`src/include/csf_params.svh`:
```
`ifndef CSF_PARAMS_SVH
`define CSF_PARAMS_SVH

// ==========================================================
// Register offsets, also the serial register addresses
`define CSF_OFS_FAULT 8'h01
`define CSF_OFS_ALARM 8'h02
`define CSF_OFS_FLAGS 8'h03

// ==========================================================
// Fault and temperature status bit positions
`define CSF_FB_OVP 7
`define CSF_FB_RSVD 6
`define CSF_FB_OCP 5
`define CSF_FB_BATUV 4
`define CSF_FB_COLD 3
`define CSF_FB_COOL 2
`define CSF_FB_WARM 1
`define CSF_FB_HOT 0

// ==========================================================
// Alarm and open thermistor status bit positions
`define CSF_AB_RSVD 7
`define CSF_AB_CMP1 6
`define CSF_AB_CMP2 5
`define CSF_AB_CMP3 4
`define CSF_AB_OPEN 0

// ==========================================================
// Charge loop event flag bit positions
`define CSF_EB_RSVD 7
`define CSF_EB_TAPER 6
`define CSF_EB_DONE 5
`define CSF_EB_LIMIT 4
`define CSF_EB_PPATH 3
`define CSF_EB_SAG 2
`define CSF_EB_THERM 1
`define CSF_EB_GOOD 0

// ==========================================================
// Reset values and widths
`define CSF_FLAGS_RST 8'h00
`define CSF_STAT_RST 8'h00
`define CSF_UNMAPPED 8'h00
`define CSF_ADC_W 16
`define CSF_NUM_CMP 3
// Target address is arbitrary
`define CSF_I2C_ADDR 7'h2a

`endif

```
`src/include/csf_pkg.sv`:
```
`include "csf_params.svh"

package csf_pkg;

	// ==========================================================
	// Asynchronous condition pins from the analog front end
	typedef struct packed {
		logic input_overvoltage_live;
		logic battery_overcurrent_live;
		logic battery_undervoltage_live;
		logic ts_above_cold;
		logic ts_above_cool;
		logic ts_below_warm;
		logic ts_below_hot;
		logic ts_above_open;
	} csf_live_t;

	typedef struct packed {
		logic taper_active;
		logic done_active;
		logic input_limit_active;
		logic power_path_active;
		logic input_sag_active;
		logic thermal_active;
		logic vin_above_uvlo;
		logic vin_above_sleep;
		logic vin_below_ovp;
	} csf_loop_t;

	// ==========================================================
	// Comparator setup and measurements, same clock domain
	typedef struct packed {
		logic [`CSF_NUM_CMP-1:0] comparator_direction_select;
		logic [`CSF_NUM_CMP-1:0][`CSF_ADC_W-1:0] meas;
		logic [`CSF_NUM_CMP-1:0][`CSF_ADC_W-1:0] thr;
	} csf_cmp_t;

	typedef enum logic [6:0] {
		CSF_IDLE = 7'b0000001,
		CSF_ADDR = 7'b0000010,
		CSF_ADDR_ACK = 7'b0000100,
		CSF_PTR = 7'b0001000,
		CSF_PTR_ACK = 7'b0010000,
		CSF_TX = 7'b0100000,
		CSF_TX_ACK = 7'b1000000
	} csf_i2c_st_t;

endpackage

```
`src/logic/csf_bank.sv`:
```
`timescale 1ns/1ps
`default_nettype none
`include "csf_params.svh"

module csf_bank #(
	parameter logic [6:0] I2C_ADDR = `CSF_I2C_ADDR
) (
	// Clock and reset
	input wire logic clk,
	input wire logic rst_n,
	// Serial register bus pins
	input wire logic i2c_scl_in,
	input wire logic i2c_sda_in,
	output logic i2c_sda_out,
	output logic i2c_sda_oe,
	// Analog condition pins
	input wire csf_pkg::csf_live_t live_pins,
	input wire csf_pkg::csf_loop_t loop_pins,
	// Comparator setup and ADC results
	input wire csf_pkg::csf_cmp_t cmp,
	// Register contents for the charger core
	output logic [7:0] fault_temperature_status,
	output logic [7:0] alarm_open_status,
	output logic [7:0] charge_loop_event_flags,
	output logic input_good
);
	import csf_pkg::*;

	// ==========================================================
	// Pin synchronisers
	csf_live_t live_m_r, live_s_r;
	csf_loop_t loop_m_r, loop_s_r;

	always_ff @(posedge clk or negedge rst_n) begin
		if (!rst_n) begin
			live_m_r <= '0;
			live_s_r <= '0;
			loop_m_r <= '0;
			loop_s_r <= '0;
		end else begin
			live_m_r <= live_pins;
			live_s_r <= live_m_r;
			loop_m_r <= loop_pins;
			loop_s_r <= loop_m_r;
		end
	end

	// ==========================================================
	// Digital comparators
	function automatic logic cmp_meets(input logic above, input logic [`CSF_ADC_W-1:0] meas,
		input logic [`CSF_ADC_W-1:0] thr);
		cmp_meets = above ? (meas > thr) : (meas < thr);
	endfunction

	logic [`CSF_NUM_CMP-1:0] cmp_hit;

	genvar gk;
	generate
		for (gk = 0; gk < `CSF_NUM_CMP; gk++) begin : g_cmp
			assign cmp_hit[gk] = cmp_meets(cmp.comparator_direction_select[gk],
				cmp.meas[gk], cmp.thr[gk]);
		end
	endgenerate

	// ==========================================================
	// Serial register access
	logic rd_req;
	logic [7:0] rd_addr;
	logic [7:0] rdata_r, rdata_nxt;

	csf_i2c_target #(
		.ADDR(I2C_ADDR)
	) u_target (
		.clk(clk),
		.rst_n(rst_n),
		.scl_in(i2c_scl_in),
		.sda_in(i2c_sda_in),
		.sda_out(i2c_sda_out),
		.sda_oe(i2c_sda_oe),
		.rd_req(rd_req),
		.rd_addr(rd_addr),
		.rd_data(rdata_r)
	);

	// ==========================================================
	// Live status registers
	logic [7:0] fault_r, fault_nxt, alarm_r, alarm_nxt;

	always_comb begin
		fault_nxt = `CSF_STAT_RST;
		fault_nxt[`CSF_FB_OVP] = live_s_r.input_overvoltage_live;
		fault_nxt[`CSF_FB_OCP] = live_s_r.battery_overcurrent_live;
		fault_nxt[`CSF_FB_BATUV] = live_s_r.battery_undervoltage_live;
		// Cold wins over cool so the regions never overlap
		fault_nxt[`CSF_FB_COLD] = live_s_r.ts_above_cold;
		fault_nxt[`CSF_FB_COOL] = live_s_r.ts_above_cool & ~live_s_r.ts_above_cold;
		fault_nxt[`CSF_FB_WARM] = live_s_r.ts_below_warm & ~live_s_r.ts_below_hot;
		fault_nxt[`CSF_FB_HOT] = live_s_r.ts_below_hot;
		alarm_nxt = `CSF_STAT_RST;
		alarm_nxt[`CSF_AB_CMP1] = cmp_hit[0];
		alarm_nxt[`CSF_AB_CMP2] = cmp_hit[1];
		alarm_nxt[`CSF_AB_CMP3] = cmp_hit[2];
		alarm_nxt[`CSF_AB_OPEN] = live_s_r.ts_above_open;
	end

	always_ff @(posedge clk or negedge rst_n) begin
		if (!rst_n) begin
			fault_r <= `CSF_STAT_RST;
			alarm_r <= `CSF_STAT_RST;
		end else begin
			fault_r <= fault_nxt;
			alarm_r <= alarm_nxt;
		end
	end

	// ==========================================================
	// Event detection and clear-on-read flags
	logic good_c, good_d_r, taper_d_r;
	logic rd_clr;
	logic [7:0] set_vec;
	logic [7:0] flags_r, flags_nxt;

	assign good_c = loop_s_r.vin_above_uvlo & loop_s_r.vin_above_sleep & loop_s_r.vin_below_ovp;
	assign rd_clr = rd_req & (rd_addr == `CSF_OFS_FLAGS);

	always_comb begin
		set_vec = 8'h00;
		set_vec[`CSF_EB_TAPER] = loop_s_r.taper_active & ~taper_d_r;
		set_vec[`CSF_EB_DONE] = loop_s_r.done_active;
		set_vec[`CSF_EB_LIMIT] = loop_s_r.input_limit_active;
		set_vec[`CSF_EB_PPATH] = loop_s_r.power_path_active;
		set_vec[`CSF_EB_SAG] = loop_s_r.input_sag_active;
		set_vec[`CSF_EB_THERM] = loop_s_r.thermal_active;
		set_vec[`CSF_EB_GOOD] = good_c ^ good_d_r;
		// Set wins over the clear so an event in the read cycle survives
		flags_nxt = (rd_clr ? `CSF_FLAGS_RST : flags_r) | set_vec;
	end

	always_ff @(posedge clk or negedge rst_n) begin
		if (!rst_n) begin
			flags_r <= `CSF_FLAGS_RST;
			good_d_r <= 1'b0;
			taper_d_r <= 1'b0;
		end else begin
			flags_r <= flags_nxt;
			good_d_r <= good_c;
			taper_d_r <= loop_s_r.taper_active;
		end
	end

	// ==========================================================
	// Read data
	always_comb begin
		rdata_nxt = rdata_r;
		if (rd_req) begin
			unique case (rd_addr)
				`CSF_OFS_FAULT: rdata_nxt = fault_r;
				`CSF_OFS_ALARM: rdata_nxt = alarm_r;
				// Value before the clear is returned
				`CSF_OFS_FLAGS: rdata_nxt = flags_r;
				default: rdata_nxt = `CSF_UNMAPPED;
			endcase
		end
	end

	always_ff @(posedge clk or negedge rst_n) begin
		if (!rst_n) begin
			rdata_r <= `CSF_UNMAPPED;
		end else begin
			rdata_r <= rdata_nxt;
		end
	end

	assign fault_temperature_status = fault_r;
	assign alarm_open_status = alarm_r;
	assign charge_loop_event_flags = flags_r;
	assign input_good = good_d_r;
endmodule

`default_nettype wire

```
`src/logic/csf_i2c_target.sv`:
```
`timescale 1ns/1ps
`default_nettype none
`include "csf_params.svh"

module csf_i2c_target #(
	parameter logic [6:0] ADDR = `CSF_I2C_ADDR
) (
	// Clock and reset
	input wire logic clk,
	input wire logic rst_n,
	// Bus pins
	input wire logic scl_in,
	input wire logic sda_in,
	output logic sda_out,
	output logic sda_oe,
	// Register read port
	output logic rd_req,
	output logic [7:0] rd_addr,
	input wire logic [7:0] rd_data
);
	import csf_pkg::*;

	// ==========================================================
	// Pin synchronisers and edge detection
	logic [1:0] scl_sy_r, sda_sy_r;
	logic scl_d_r, sda_d_r;
	logic scl, sda, scl_rise, scl_fall, start_c, stop_c;

	always_ff @(posedge clk or negedge rst_n) begin
		if (!rst_n) begin
			scl_sy_r <= 2'h3;
			sda_sy_r <= 2'h3;
			scl_d_r <= 1'b1;
			sda_d_r <= 1'b1;
		end else begin
			scl_sy_r <= {scl_sy_r[0], scl_in};
			sda_sy_r <= {sda_sy_r[0], sda_in};
			scl_d_r <= scl_sy_r[1];
			sda_d_r <= sda_sy_r[1];
		end
	end

	assign scl = scl_sy_r[1];
	assign sda = sda_sy_r[1];
	assign scl_rise = scl & ~scl_d_r;
	assign scl_fall = ~scl & scl_d_r;
	assign start_c = scl & scl_d_r & sda_d_r & ~sda;
	assign stop_c = scl & scl_d_r & ~sda_d_r & sda;

	// ==========================================================
	// Byte engine
	csf_i2c_st_t st_r, st_nxt;
	logic [3:0] cnt_r, cnt_nxt;
	logic [7:0] sh_r, sh_nxt, tx_r, tx_nxt, ptr_r, ptr_nxt, addr_r, addr_nxt;
	logic rw_r, rw_nxt, first_r, first_nxt, nack_r, nack_nxt;
	logic req_r, req_nxt, load_r;

	always_comb begin
		st_nxt = st_r;
		cnt_nxt = cnt_r;
		sh_nxt = sh_r;
		rw_nxt = rw_r;
		ptr_nxt = ptr_r;
		addr_nxt = addr_r;
		first_nxt = first_r;
		nack_nxt = nack_r;
		req_nxt = 1'b0;
		// Data from the bank arrives one cycle after the request
		tx_nxt = load_r ? rd_data : tx_r;
		if (start_c) begin
			st_nxt = CSF_ADDR;
			cnt_nxt = 4'h0;
		end else if (stop_c) begin
			st_nxt = CSF_IDLE;
		end else begin
			unique case (st_r)
				CSF_IDLE: begin
				end
				CSF_ADDR, CSF_PTR: begin
					if (scl_rise) begin
						sh_nxt = {sh_r[6:0], sda};
						cnt_nxt = cnt_r + 4'h1;
					end else if (scl_fall && cnt_r == 4'h8) begin
						cnt_nxt = 4'h0;
						if (st_r == CSF_ADDR) begin
							if (sh_r[7:1] == ADDR) begin
								st_nxt = CSF_ADDR_ACK;
								rw_nxt = sh_r[0];
								first_nxt = 1'b1;
							end else begin
								st_nxt = CSF_IDLE;
							end
						end else begin
							// Only the first written byte moves the pointer
							st_nxt = CSF_PTR_ACK;
							if (first_r) begin
								ptr_nxt = sh_r;
							end
							first_nxt = 1'b0;
						end
					end
				end
				CSF_ADDR_ACK: begin
					if (scl_fall) begin
						if (rw_r) begin
							st_nxt = CSF_TX;
							req_nxt = 1'b1;
							addr_nxt = ptr_r;
							ptr_nxt = ptr_r + 8'h01;
						end else begin
							st_nxt = CSF_PTR;
						end
					end
				end
				CSF_PTR_ACK: begin
					if (scl_fall) begin
						st_nxt = CSF_PTR;
					end
				end
				CSF_TX: begin
					if (scl_fall) begin
						if (cnt_r == 4'h7) begin
							st_nxt = CSF_TX_ACK;
							cnt_nxt = 4'h0;
						end else begin
							cnt_nxt = cnt_r + 4'h1;
							tx_nxt = {tx_r[6:0], 1'b0};
						end
					end
				end
				CSF_TX_ACK: begin
					if (scl_rise) begin
						nack_nxt = sda;
					end else if (scl_fall) begin
						if (nack_r) begin
							st_nxt = CSF_IDLE;
						end else begin
							st_nxt = CSF_TX;
							req_nxt = 1'b1;
							addr_nxt = ptr_r;
							ptr_nxt = ptr_r + 8'h01;
						end
					end
				end
				default: begin
					st_nxt = CSF_IDLE;
				end
			endcase
		end
	end

	always_ff @(posedge clk or negedge rst_n) begin
		if (!rst_n) begin
			st_r <= CSF_IDLE;
			cnt_r <= 4'h0;
			sh_r <= 8'h00;
			tx_r <= 8'hff;
			ptr_r <= 8'h00;
			addr_r <= 8'h00;
			rw_r <= 1'b0;
			first_r <= 1'b0;
			nack_r <= 1'b1;
			req_r <= 1'b0;
			load_r <= 1'b0;
		end else begin
			st_r <= st_nxt;
			cnt_r <= cnt_nxt;
			sh_r <= sh_nxt;
			tx_r <= tx_nxt;
			ptr_r <= ptr_nxt;
			addr_r <= addr_nxt;
			rw_r <= rw_nxt;
			first_r <= first_nxt;
			nack_r <= nack_nxt;
			req_r <= req_nxt;
			load_r <= req_r;
		end
	end

	// Open drain: only ever pulls low
	assign sda_out = 1'b0;
	assign sda_oe = (st_r == CSF_ADDR_ACK) | (st_r == CSF_PTR_ACK) | ((st_r == CSF_TX) & ~tx_r[7]);
	assign rd_req = req_r;
	assign rd_addr = addr_r;

endmodule

`default_nettype wire

```
`config.mk`:
```
export PLATFORM = sky130hd
export DESIGN_NAME = csf_bank
export DESIGN_NICKNAME = d
export VERILOG_FILES = /design/src/include/csf_pkg.sv /design/src/logic/csf_bank.sv /design/src/logic/csf_i2c_target.sv
export VERILOG_INCLUDE_DIRS = /design/src /design/src/include
export SDC_FILE = /design/constraint.sdc
export NUM_CORES = 1
export LEC_CHECK = 0
export ABC_AREA = 1
export ABC_CLOCK_PERIOD_IN_PS = 2700
export BUFFER_PORTS_ARGS = -buffer_cell sky130_fd_sc_hd__buf_4
export CAP_MARGIN = 20
export CORE_ASPECT_RATIO = 0.9
export CORE_MARGIN = 3
export CORE_UTILIZATION = 58
export DETAILED_ROUTE_END_ITERATION = 12
export GPL_ROUTABILITY_DRIVEN = 0
export PLACE_DENSITY = 0.86
export SYNTH_ARGS = -nofsm -noshare
export SYNTH_HDL_FRONTEND = slang
export SYNTH_SLANG_ARGS = --single-unit
```
`constraint.sdc`:
```
create_clock -name clk -period 2.7 [get_ports clk]
set_clock_uncertainty 0.1 [all_clocks]
set_input_delay 0.27 -clock clk [delete_from_list [all_inputs] [get_ports clk]]
set_output_delay 0.27 -clock clk [all_outputs]
set_load 0.05 [all_outputs]
```
# After elaboration in Yosys (flattened, before gate mapping)
# Cells that the tools add are included.
# word_totals
ff_bits	117
# classes
addsub	2
magnitude_cmp	6
n_eq_ne	35
mux	59
n_bitwise	29
n_reduce_logical	13
# ops
operator	count
2-to-1 mux 8 bit	21
2-to-1 mux 7 bit	10
greater-than comparator 16 bit	3
< comparator 16 bit	3
one-hot mux 8 bit (3 select lines)	2
one-hot mux 7 bit (6 select lines)	1
!= test 4 x 1 -> 1 bit (second input constant)	7
2-to-1 mux 4 bit	6
equality test 8 x 2 -> 1 bit (second input constant)	2
one-hot mux 8 bit (2 select lines)	1
bitwise AND 1 bit	14
equality test 7 x 6 -> 1 bit (second input constant)	2
2-to-1 mux 1 bit	12
2-to-1 mux 6 bit	2
!= test 2 x 1 -> 1 bit (second input constant)	6
AND reduction 12 bit	1
AND reduction 4 bit	3
NOT 1 bit	11
!= test 2 bit (second input constant)	5
AND reduction 9 bit	1
adder 8 x 1 -> 8 bit (second input constant)	1
equality test 8 x 1 -> 1 bit (second input constant)	1
!= test 4 bit (second input constant)	2
bitwise OR 8 x 7 -> 8 bit	1
23 further kinds	26

# Logic depth before layout (Yosys ltp)
# Gate-level depths: netlist (run 1).
# logic_depth
ltp_word	8
mapped_depth	12

# Modules after synthesis
# From an unflattened synthesis (run 1), not the netlist that was laid out.
# unflattened
cells_unflattened	744
area_unflattened_um2	6282.3
# modules_own_cells
mod	n_inst	cells_each	area_per_inst_um2	seq_area_each_um2
csf_bank	1	378	3333.2	1551.5
csf_i2c_target	1	366	2949.1	1371.3

# Least setup slack after synthesis (run 1)
# OpenSTA, ideal clock, no wires.
# synth_timing
path_type	reg-to-output
from	register u_target.st_r[1]
to	output port i2c_sda_oe
arrival_time_ns	1.709
required_ns	2.330
setup_slack_ns	0.621
path_stages_with_launch	6
path_cell_list	dfrtp_1 > nor2_2 > nand2_2 > nor2_4 > inv_2 > o211ai_1
# synth_via
elab_chain_cells	3
# synth_lines
item	line	source
start: declaration	csf_i2c_target.sv:52	csf_i2c_st_t st_r, st_nxt;
start signal: assignment	csf_i2c_target.sv:166	st_r <= st_nxt;
equality test 7 x 3 -> 1 bit (tied with other cells)	csf_i2c_target.sv:182	assign sda_oe = (st_r == CSF_ADDR_ACK) | (st_r == CSF_PTR_ACK) | ((st_r == CSF_TX) & ~tx_r[7]);
bitwise OR 1 bit / bitwise AND 1 bit (equally long branches)	csf_i2c_target.sv:182	
bitwise OR 1 bit *	csf_i2c_target.sv:182	
end: declaration	csf_bank.sv:15	output logic i2c_sda_oe,
# Mark *: on every way between the ends. The rest lies on a longest branch, timed or not.

# Worst setup path in the final report (run 1)
# layout_timing
from	register u_target.st_r[3]
to	output port i2c_sda_oe
# The elaborated chain is that of the path after synthesis.

==> summary.txt, run 1 <==
Logic synthesis
  – Synth top area cells: dfrtp_1 (41%), nand2_1 (12%), ha_1 (10%)
  – Main synth FF type: dfrtp_1
  – Synthesized area: 6090 µm²
  – Number of synthesized flops with an enable pin: 0
  – Post-synthesis instance total: 716
  – Part of the Yosys area used for sequential elements: 0.480
  – Async SR Flop Fraction: 1.00
  – Post-synth top area cell: dfrtp_1
  – Cell variety after synth: 40
  – Cell with the most instances after synthesis: nand2_1
  – Synth cell count leaders: nand2_1 (187), inv_1 (102), dfrtp_1 (100)
  – Yosys warning count: 0
  – Post-synth top area share: 0.411
  – Yosys reg bits: 116
  – Mean area per synthesized cell: 8.50 µm²

Clock network
  – H-tree level count: 4
  – Post-CTS Resized: 0
  – Clk pin slew, worst setup/hold paths: 0.06 ns
  – Clk root buf: clkbuf_16
  – # Post-CTS Setup Buffers: 0
  – CTS tree: yes
  – CTS Sinks: 116
  – Hold Buf Count CTS: 20
  – Total CTS buffers: 17
  – Maximum clock path buffer count: 2
  – Clk_lat worst skew: 0.42 ns

Floorplanning
  – Total I/O pin count: 147
  – Core area: 9950 µm²
  – Die area: 11800 µm²
  – Cell Rows: 34
  – Initial Util: 0.611
  – Die H: 103 µm
  – Die span in x: 114 µm

Timing
  – Slew HR: 0.593
  – Setup violators final: 0
  – Tightest Pin Transition: 0.610 ns
  – Period utilization: 0.847
  – Slew Limit Fails: 0
  – Post-layout min period: 2.29 ns
  – Unrepaired setup endpoints after global routing: no
  – Post-route worst setup slack: 0.414 ns
  – Final Hold Viols: 0
  – Setup TNS: 0 ns
  – Fmax: 437 MHz

Global routing
  – GRT Residual Overflow: 0
  – Overall routing resource usage: 0.285
  – First-pass GRT wire length: 26300 µm
  – Number of global-route vias before repair: 5638
  – Pin count of the biggest net entering global routing: 48
  – Initial antenna violation count: 0

Drt
  – Vias per cell: 5.43
  – Initial DRT Pass Iterations: 6
  – DRC: 0
  – DRT antenna net count: 0
  – Total Routed Length: 16200 µm
  – Total number of vias: 5581
  – DR WL/cell: 15.8 µm
  – Initial drt markers: 538

Final layout
  – Area growth, synth to finish: 31.7%
  – Area of the multi-input gates: 2680 µm²
  – Total area of sequential cells: 2920 µm²
  – Final Non-Filler Cells: 1027
  – ANT cells: 0
  – NumNets Final: 1059
  – Fillers: 555
  – Fraction of layout cells with a size suffix above 1: 0.250

Min path
  – Hold Crit Depth: 4
  – Hold/Removal Path Class: in2reg
  – Critical hold path startpoint: cmp[97]

Placed design
  – Setup WS pre-CTS: 0.599 ns
  – I/O Buffers: 139
  – Placed insts: 975
  – DP HPWL: 11100 µm

Critical path
  – Critical Path Fanout Max: 10
  – Family with the most delay on the worst path: simple AND/OR/NAND/NOR gates
  – R2R Setup Slk: 0.48 ns
  – CP bufs+invs: 2
  – R2R Path End: u_target.st_r[6]$_DFFE_PN0P_
  – Crit path arrival time: 1.92 ns
  – CP endpoint kind: output pin
  – Reg-to-Reg Start: u_target.st_r[0]$_DFFE_PN1P_
  – Worst setup startpoint: u_target.st_r[3]$_DFFE_PN0P_
  – Slowest CP cell: dfrtp_1
  – Worst path required time: 2.33 ns
  – CP max stage delay: 0.45 ns
  – Crit path depth: 6
  – Startpoint types: flop
  – Critical path cell sequence: nor2_2 -> nand2_2 -> nor2_4 -> inv_2 -> o211ai_1 -> buf_4
  – Worst Reg2Reg Path Length in Cells: 11
  – Critical path capture point: i2c_sda_oe
  – WS Path Type: reg2out

Power and ir drop
  – Power Density: 598 nW/µm²
  – VDD IR-drop max: 583 µV
  – Lkg Pwr: 4.23 nW

Run
  – Max-Cap Viols: 0

Run status
  – Status: finished, final reports clean
sequential cells by signal, indices dropped and copies added (netlist names), 2 cells and up:
name                      count
u_target.ptr_r                8
u_target.st_r                 7
u_target.scl_sy_r             2
fault_nxt                     5
u_target.sh_r                 8
live_s_r                      2
u_target.tx_r                 8
loop_m_r                      9
loop_s_r                      9
fault_temperature_status      7
live_m_r                      8
u_target.cnt_r                4
rdata_r                       8
u_target.sda_sy_r             2
u_target.rd_addr              8
charge_loop_event_flags       7
alarm_open_status             4
cells by family (layout without fill, tap and decap cells):
kind of cell             count (synthesis)  count (layout)  synth area share
multiplexers                             1               1           0.00185
flip-flops                             116             116             0.480
XOR/XNOR                                 7               7            0.0101
AND/OR/NAND/NOR                        318             318             0.229
buffers and inverters                  124             303            0.0837
other                                    1               7          0.000616
AO/OA/AOI/OAI                           98              98            0.0898
adder cells (fa/ha/maj)                 51              51             0.105
worst reg2reg max path: stages (launching register included):
cell     delay, ns
dfstp_2       0.54
inv_1         0.07
nand2_1       0.08
nor2_1        0.05
nand2_1       0.06
nand2_2       0.11
nand2_1       0.35
nand2_1       0.14
nor2_2        0.19
nand2_1       0.21
nand2_1       0.14
nand2_1       0.07
placed cells by master (no fill, tap or decap), drive strengths merged:
| cell | count |
|---|---|
| nor3b | 1 |
| nand4 | 10 |
| inv | 115 |
| a21oi | 29 |
| nand3 | 39 |
| xnor2 | 2 |
| o211ai | 3 |
| o21ai | 49 |
| conb | 7 |
| nand2 | 193 |
| a31oi | 7 |
| nand3b | 1 |
| or2 | 3 |
| dfrtp | 100 |
| clkbuf | 19 |
| o21bai | 5 |
| a21o | 3 |
| dlygate4sd3 | 20 |
| o2111ai | 1 |
| xor2 | 5 |
| dfstp | 16 |
| buf | 141 |
| clkinvlp | 5 |
| ha | 51 |
| bufinv | 1 |
| clkinv | 2 |
| nor3 | 5 |
| o22ai | 1 |
| mux2 | 1 |
| nor2 | 66 |
layer usage:
layer  global-route usage  wire length, µm  up-vias
met5                    0                0        -
li1                     -                -     2619
met1                0.329             6030     2562
met3               0.0669             1160       84
met2                0.503             8280      316
met4                0.139              742        0
metrics by stage:
| stage | utilization | instance area, µm² | total power, mW | hold slack [ns] |
|---|---|---|---|---|
| after floorplan | - | 6110 | 2.32 | -0.126 |
| after global placement | 0.727 | 7240 | 2.57 | 0.209 |
| after detailed placement | 0.727 | 7240 | 2.61 | 0.224 |
| after CTS | 0.805 | 8020 | 4.76 | 0.0280 |
| after global routing | 0.805 | 8020 | 4.98 | 0.0582 |
| final | 0.805 | 8020 | 4.79 | 0.0236 |
report_power, final:
| group | internal (mW) | switching, mW |
|---|---|---|
| Clock | 1.32 | 0.848 |
| Combinational | 0.303 | 0.433 |
| Sequential | 1.83 | 0.0597 |
| Total | 3.45 | 1.34 |
how the worst min path moves through the flow:
| stage | end | slack (ns) |
|---|---|---|
| 6_report | alarm_open_status[5]$_DFF_PN0_ | 0.02 |
| 5_1_grt | alarm_open_status[5]$_DFF_PN0_ | 0.06 |
| 4_1_cts | alarm_open_status[5]$_DFF_PN0_ | 0.03 |
| 3_5_place_dp | u_target.cnt_r[3]$_DFFE_PN0P_ | 0.22 |
| 3_3_place_gp | u_target.cnt_r[3]$_DFFE_PN0P_ | 0.21 |
| 2_1_floorplan | alarm_nxt[0]$_DFF_PN0_ | -0.13 |
final cells by class:
cell class,count,area share
well taps,126,0.0197
inverters,110,0.0515
clock buffers,19,0.0565
clock inverters,13,0.0151
flip-flops and latches,116,0.365
repair buffers,161,0.159
multi-input cells,482,0.334
(Power assumes the default switching activity.)
==> inputs of run 2 (changes only) <==
--- a/config.mk
+++ b/config.mk
@@ -7,15 +7,15 @@
 export NUM_CORES = 1
 export LEC_CHECK = 0
 export ABC_AREA = 1
-export ABC_CLOCK_PERIOD_IN_PS = 2700
+export ABC_CLOCK_PERIOD_IN_PS = 2000
 export BUFFER_PORTS_ARGS = -buffer_cell sky130_fd_sc_hd__buf_4
 export CAP_MARGIN = 20
 export CORE_ASPECT_RATIO = 0.9
 export CORE_MARGIN = 3
-export CORE_UTILIZATION = 58
+export CORE_UTILIZATION = 49
 export DETAILED_ROUTE_END_ITERATION = 12
 export GPL_ROUTABILITY_DRIVEN = 0
-export PLACE_DENSITY = 0.86
+export PLACE_DENSITY = 0.77
 export SYNTH_ARGS = -nofsm -noshare
 export SYNTH_HDL_FRONTEND = slang
 export SYNTH_SLANG_ARGS = --single-unit
==> constraint.sdc (replaced) <==
create_clock -name clk -period 2 [get_ports clk]
set_clock_uncertainty 0.1 [all_clocks]
set_input_delay 0.2 -clock clk [delete_from_list [all_inputs] [get_ports clk]]
set_output_delay 0.2 -clock clk [all_outputs]
set_load 0.05 [all_outputs]
==> summary.txt, run 2 (synthesized netlist as in run 1, its figures left out) <==
Run status
  – Status: finished, final reports clean

Floorplanning
  – Total I/O pin count: 147 (unchanged)
  – Initial Util: 0.518 (-0.0938)
  – Die span in x: 123 µm (+8.3%)
  – Cell Rows: 37 (+8.8%)
  – Die H: 112 µm (+8.3%)
  – Die area: 13800 µm² (+17%)
  – Core area: 11800 µm² (+18%)

Drt
  – Vias per cell: 4.89 (-10%)
  – Initial DRT Pass Iterations: 5 (-1)
  – Total Routed Length: 14500 µm (-10%)
  – DRT antenna net count: 0 (unchanged)
  – Initial drt markers: 364 (-32%)
  – DR WL/cell: 13.5 µm (-14%)
  – DRC: 0 (unchanged)
  – Total number of vias: 5239 (-6.1%)

Global routing
  – Initial antenna violation count: 0 (unchanged)
  – First-pass GRT wire length: 24200 µm (-7.8%)
  – Pin count of the biggest net entering global routing: 77 (+60%)
  – Overall routing resource usage: 0.220 (-0.0649)
  – GRT Residual Overflow: 0 (unchanged)
  – Number of global-route vias before repair: 5324 (-5.6%)

Timing
  – Setup TNS: 0 ns (unchanged)
  – Setup violators final: 0 (unchanged)
  – Worst hold slack: 0.248 ns (+0.225 ns)
  – Post-layout min period: 1.99 ns
  – Unrepaired setup endpoints after global routing: yes
  – Period utilization: 0.994
  – Final Hold Viols: 0 (unchanged)
  – Fmax: 503 MHz
  – Slew Limit Fails: 0 (unchanged)

Clock network
  – Clk_lat worst skew: 0.41 ns (about the same)
  – Maximum clock path buffer count: 2 (unchanged)
  – Total CTS buffers: 17 (unchanged)
  – CTS Sinks: 116 (unchanged)
  – Clk root buf: clkbuf_16
  – Clk pin slew, worst setup/hold paths: 0.06 ns (about the same)
  – CTS tree: yes
  – H-tree level count: 4 (unchanged)

Critical path
  – CP max stage delay: 0.42 ns (-0.03 ns)
  – R2R Setup Slk: 0.08 ns (-0.40 ns)
  – Slowest CP cell: dfrtp_1
  – Worst path required time: 1.70 ns (-0.63 ns)
  – Family with the most delay on the worst path: flip-flops
  – WS Path Type: reg2out
  – R2R Path End: u_target.st_r[6]$_DFFE_PN0P_
  – CP bufs+invs: 2 (unchanged)
  – Startpoint types: flop
  – Critical Path Fanout Max: 5 (-5)
  – Reg-to-Reg Start: u_target.st_r[0]$_DFFE_PN1P_
  – CP endpoint kind: output pin
  – Worst Reg2Reg Path Length in Cells: 10 (-1)
  – Crit path arrival time: 1.69 ns (-0.23 ns)
  – Critical path cell sequence: nor2_2 -> nand2_2 -> nor2_4 -> inv_2 -> o211ai_1 -> buf_4

Final layout
  – Most frequent cells in the layout: nand2_1 (185), buf_4 (151), inv_1 (102), dfrtp_1 (100), nor2_1 (52)
  – ANT cells: 0 (unchanged)
  – Area growth, synth to finish: 34.5%
  – Fraction of layout cells with a size suffix above 1: 0.263 (+0.0137)
  – NumNets Final: 1073 (+1.3%)
  – Design area: 8180 µm² (+2.1%)
  – Final Core Density: 0.696 (-0.109)
  – Commonest non-fill, non-tap cell in the layout: nand2_1
  – Largest regs: loop_m_r: 9 flops, loop_s_r: 9 flops

Placed design
  – I/O Buffers: 139 (unchanged)
  – Placed cell area: 7320 µm² (+1.1%)
  – DP HPWL: 10300 µm (-6.5%)

Power and ir drop
  – Overall Power: 6.42 mW (+34%)
  – Power Density: 785 nW/µm² (+31%)
  – VDD IR-drop max: 544 µV (-6.6%)
  – Lkg Pwr: 4.32 nW (+2.0%)

Min path
  – Hold Crit Depth: 0 (-4)
  – Hold/Removal Path Class: reg2reg
  – Hold Path End: loop_s_r[7]$_DFF_PN0_
  – Critical hold path startpoint: loop_m_r[7]$_DFF_PN0_

Run
  – Max-Cap Viols: 0 (unchanged)
[run 2: cell count changes in the layout (fill, tap and decap cells not counted), sizes merged]
cell / previous run / this run
buf: 141 / 152
clkbuf: 19 / 17
clkinvlp: 5 / 2
clkinv: 2 / 7
dlygate4sd3: 20 / 23
[run 2: metal layers]
layer	share of wire	track usage
met1	0.41	0.269
met2	0.50	0.371
met3	0.066	0.0584
met4	0.026	0.0790
met5	0	0
[run 2: repair_timing]
item,4_1_cts,5_1_grt
pin swaps,3,0
endpoints found under the hold margin,122,0
hold buffers,23,0
setup endpoints to repair,1,17
setup buffers,4,1
resized for setup,1,5
[run 2: per-stage QoR]
step | setup slack, ns | instances
3_3_place_gp | 0.158 | 1011
6_report | 0.0111 | 1071
2_1_floorplan | -0.00857 | 722
4_1_cts | 0.00177 | 1070
3_5_place_dp | 0.131 | 1011
5_1_grt | -0.0688 | 1071
[run 2: power breakdown]
group	internal [mW]	total, mW	leakage [nW]	switching, mW
combinational	0.421	0.986	2.62	0.565
sequential	2.47	2.55	1.42	0.0806
clock	1.74	2.89	0.278	1.15
[run 2: worst max path at each step]
stage	from	endpoint	cells after the start
after global placement	u_target.scl_d_r$_DFF_PN1_	u_target.ptr_r[3]$_DFFE_PN0P_	9
final	u_target.st_r[3]$_DFFE_PN0P_	i2c_sda_oe	6
after global routing	u_target.st_r[1]$_DFFE_PN0P_	i2c_sda_oe	6
after CTS	u_target.st_r[1]$_DFFE_PN0P_	i2c_sda_oe	6
after floorplan	u_target.st_r[1]$_DFFE_PN0P_	i2c_sda_oe	5
after detailed placement	u_target.scl_d_r$_DFF_PN1_	u_target.ptr_r[3]$_DFFE_PN0P_	9
[run 2: layout make-up]
type	instances	area (µm²)
tap	156	195
clock buffer	17	425
clock inverter	15	148
sequential	116	2920
inverter	110	413
multi-input combinational	482	2700
timing repair buffer	175	1380
fill	865	3570
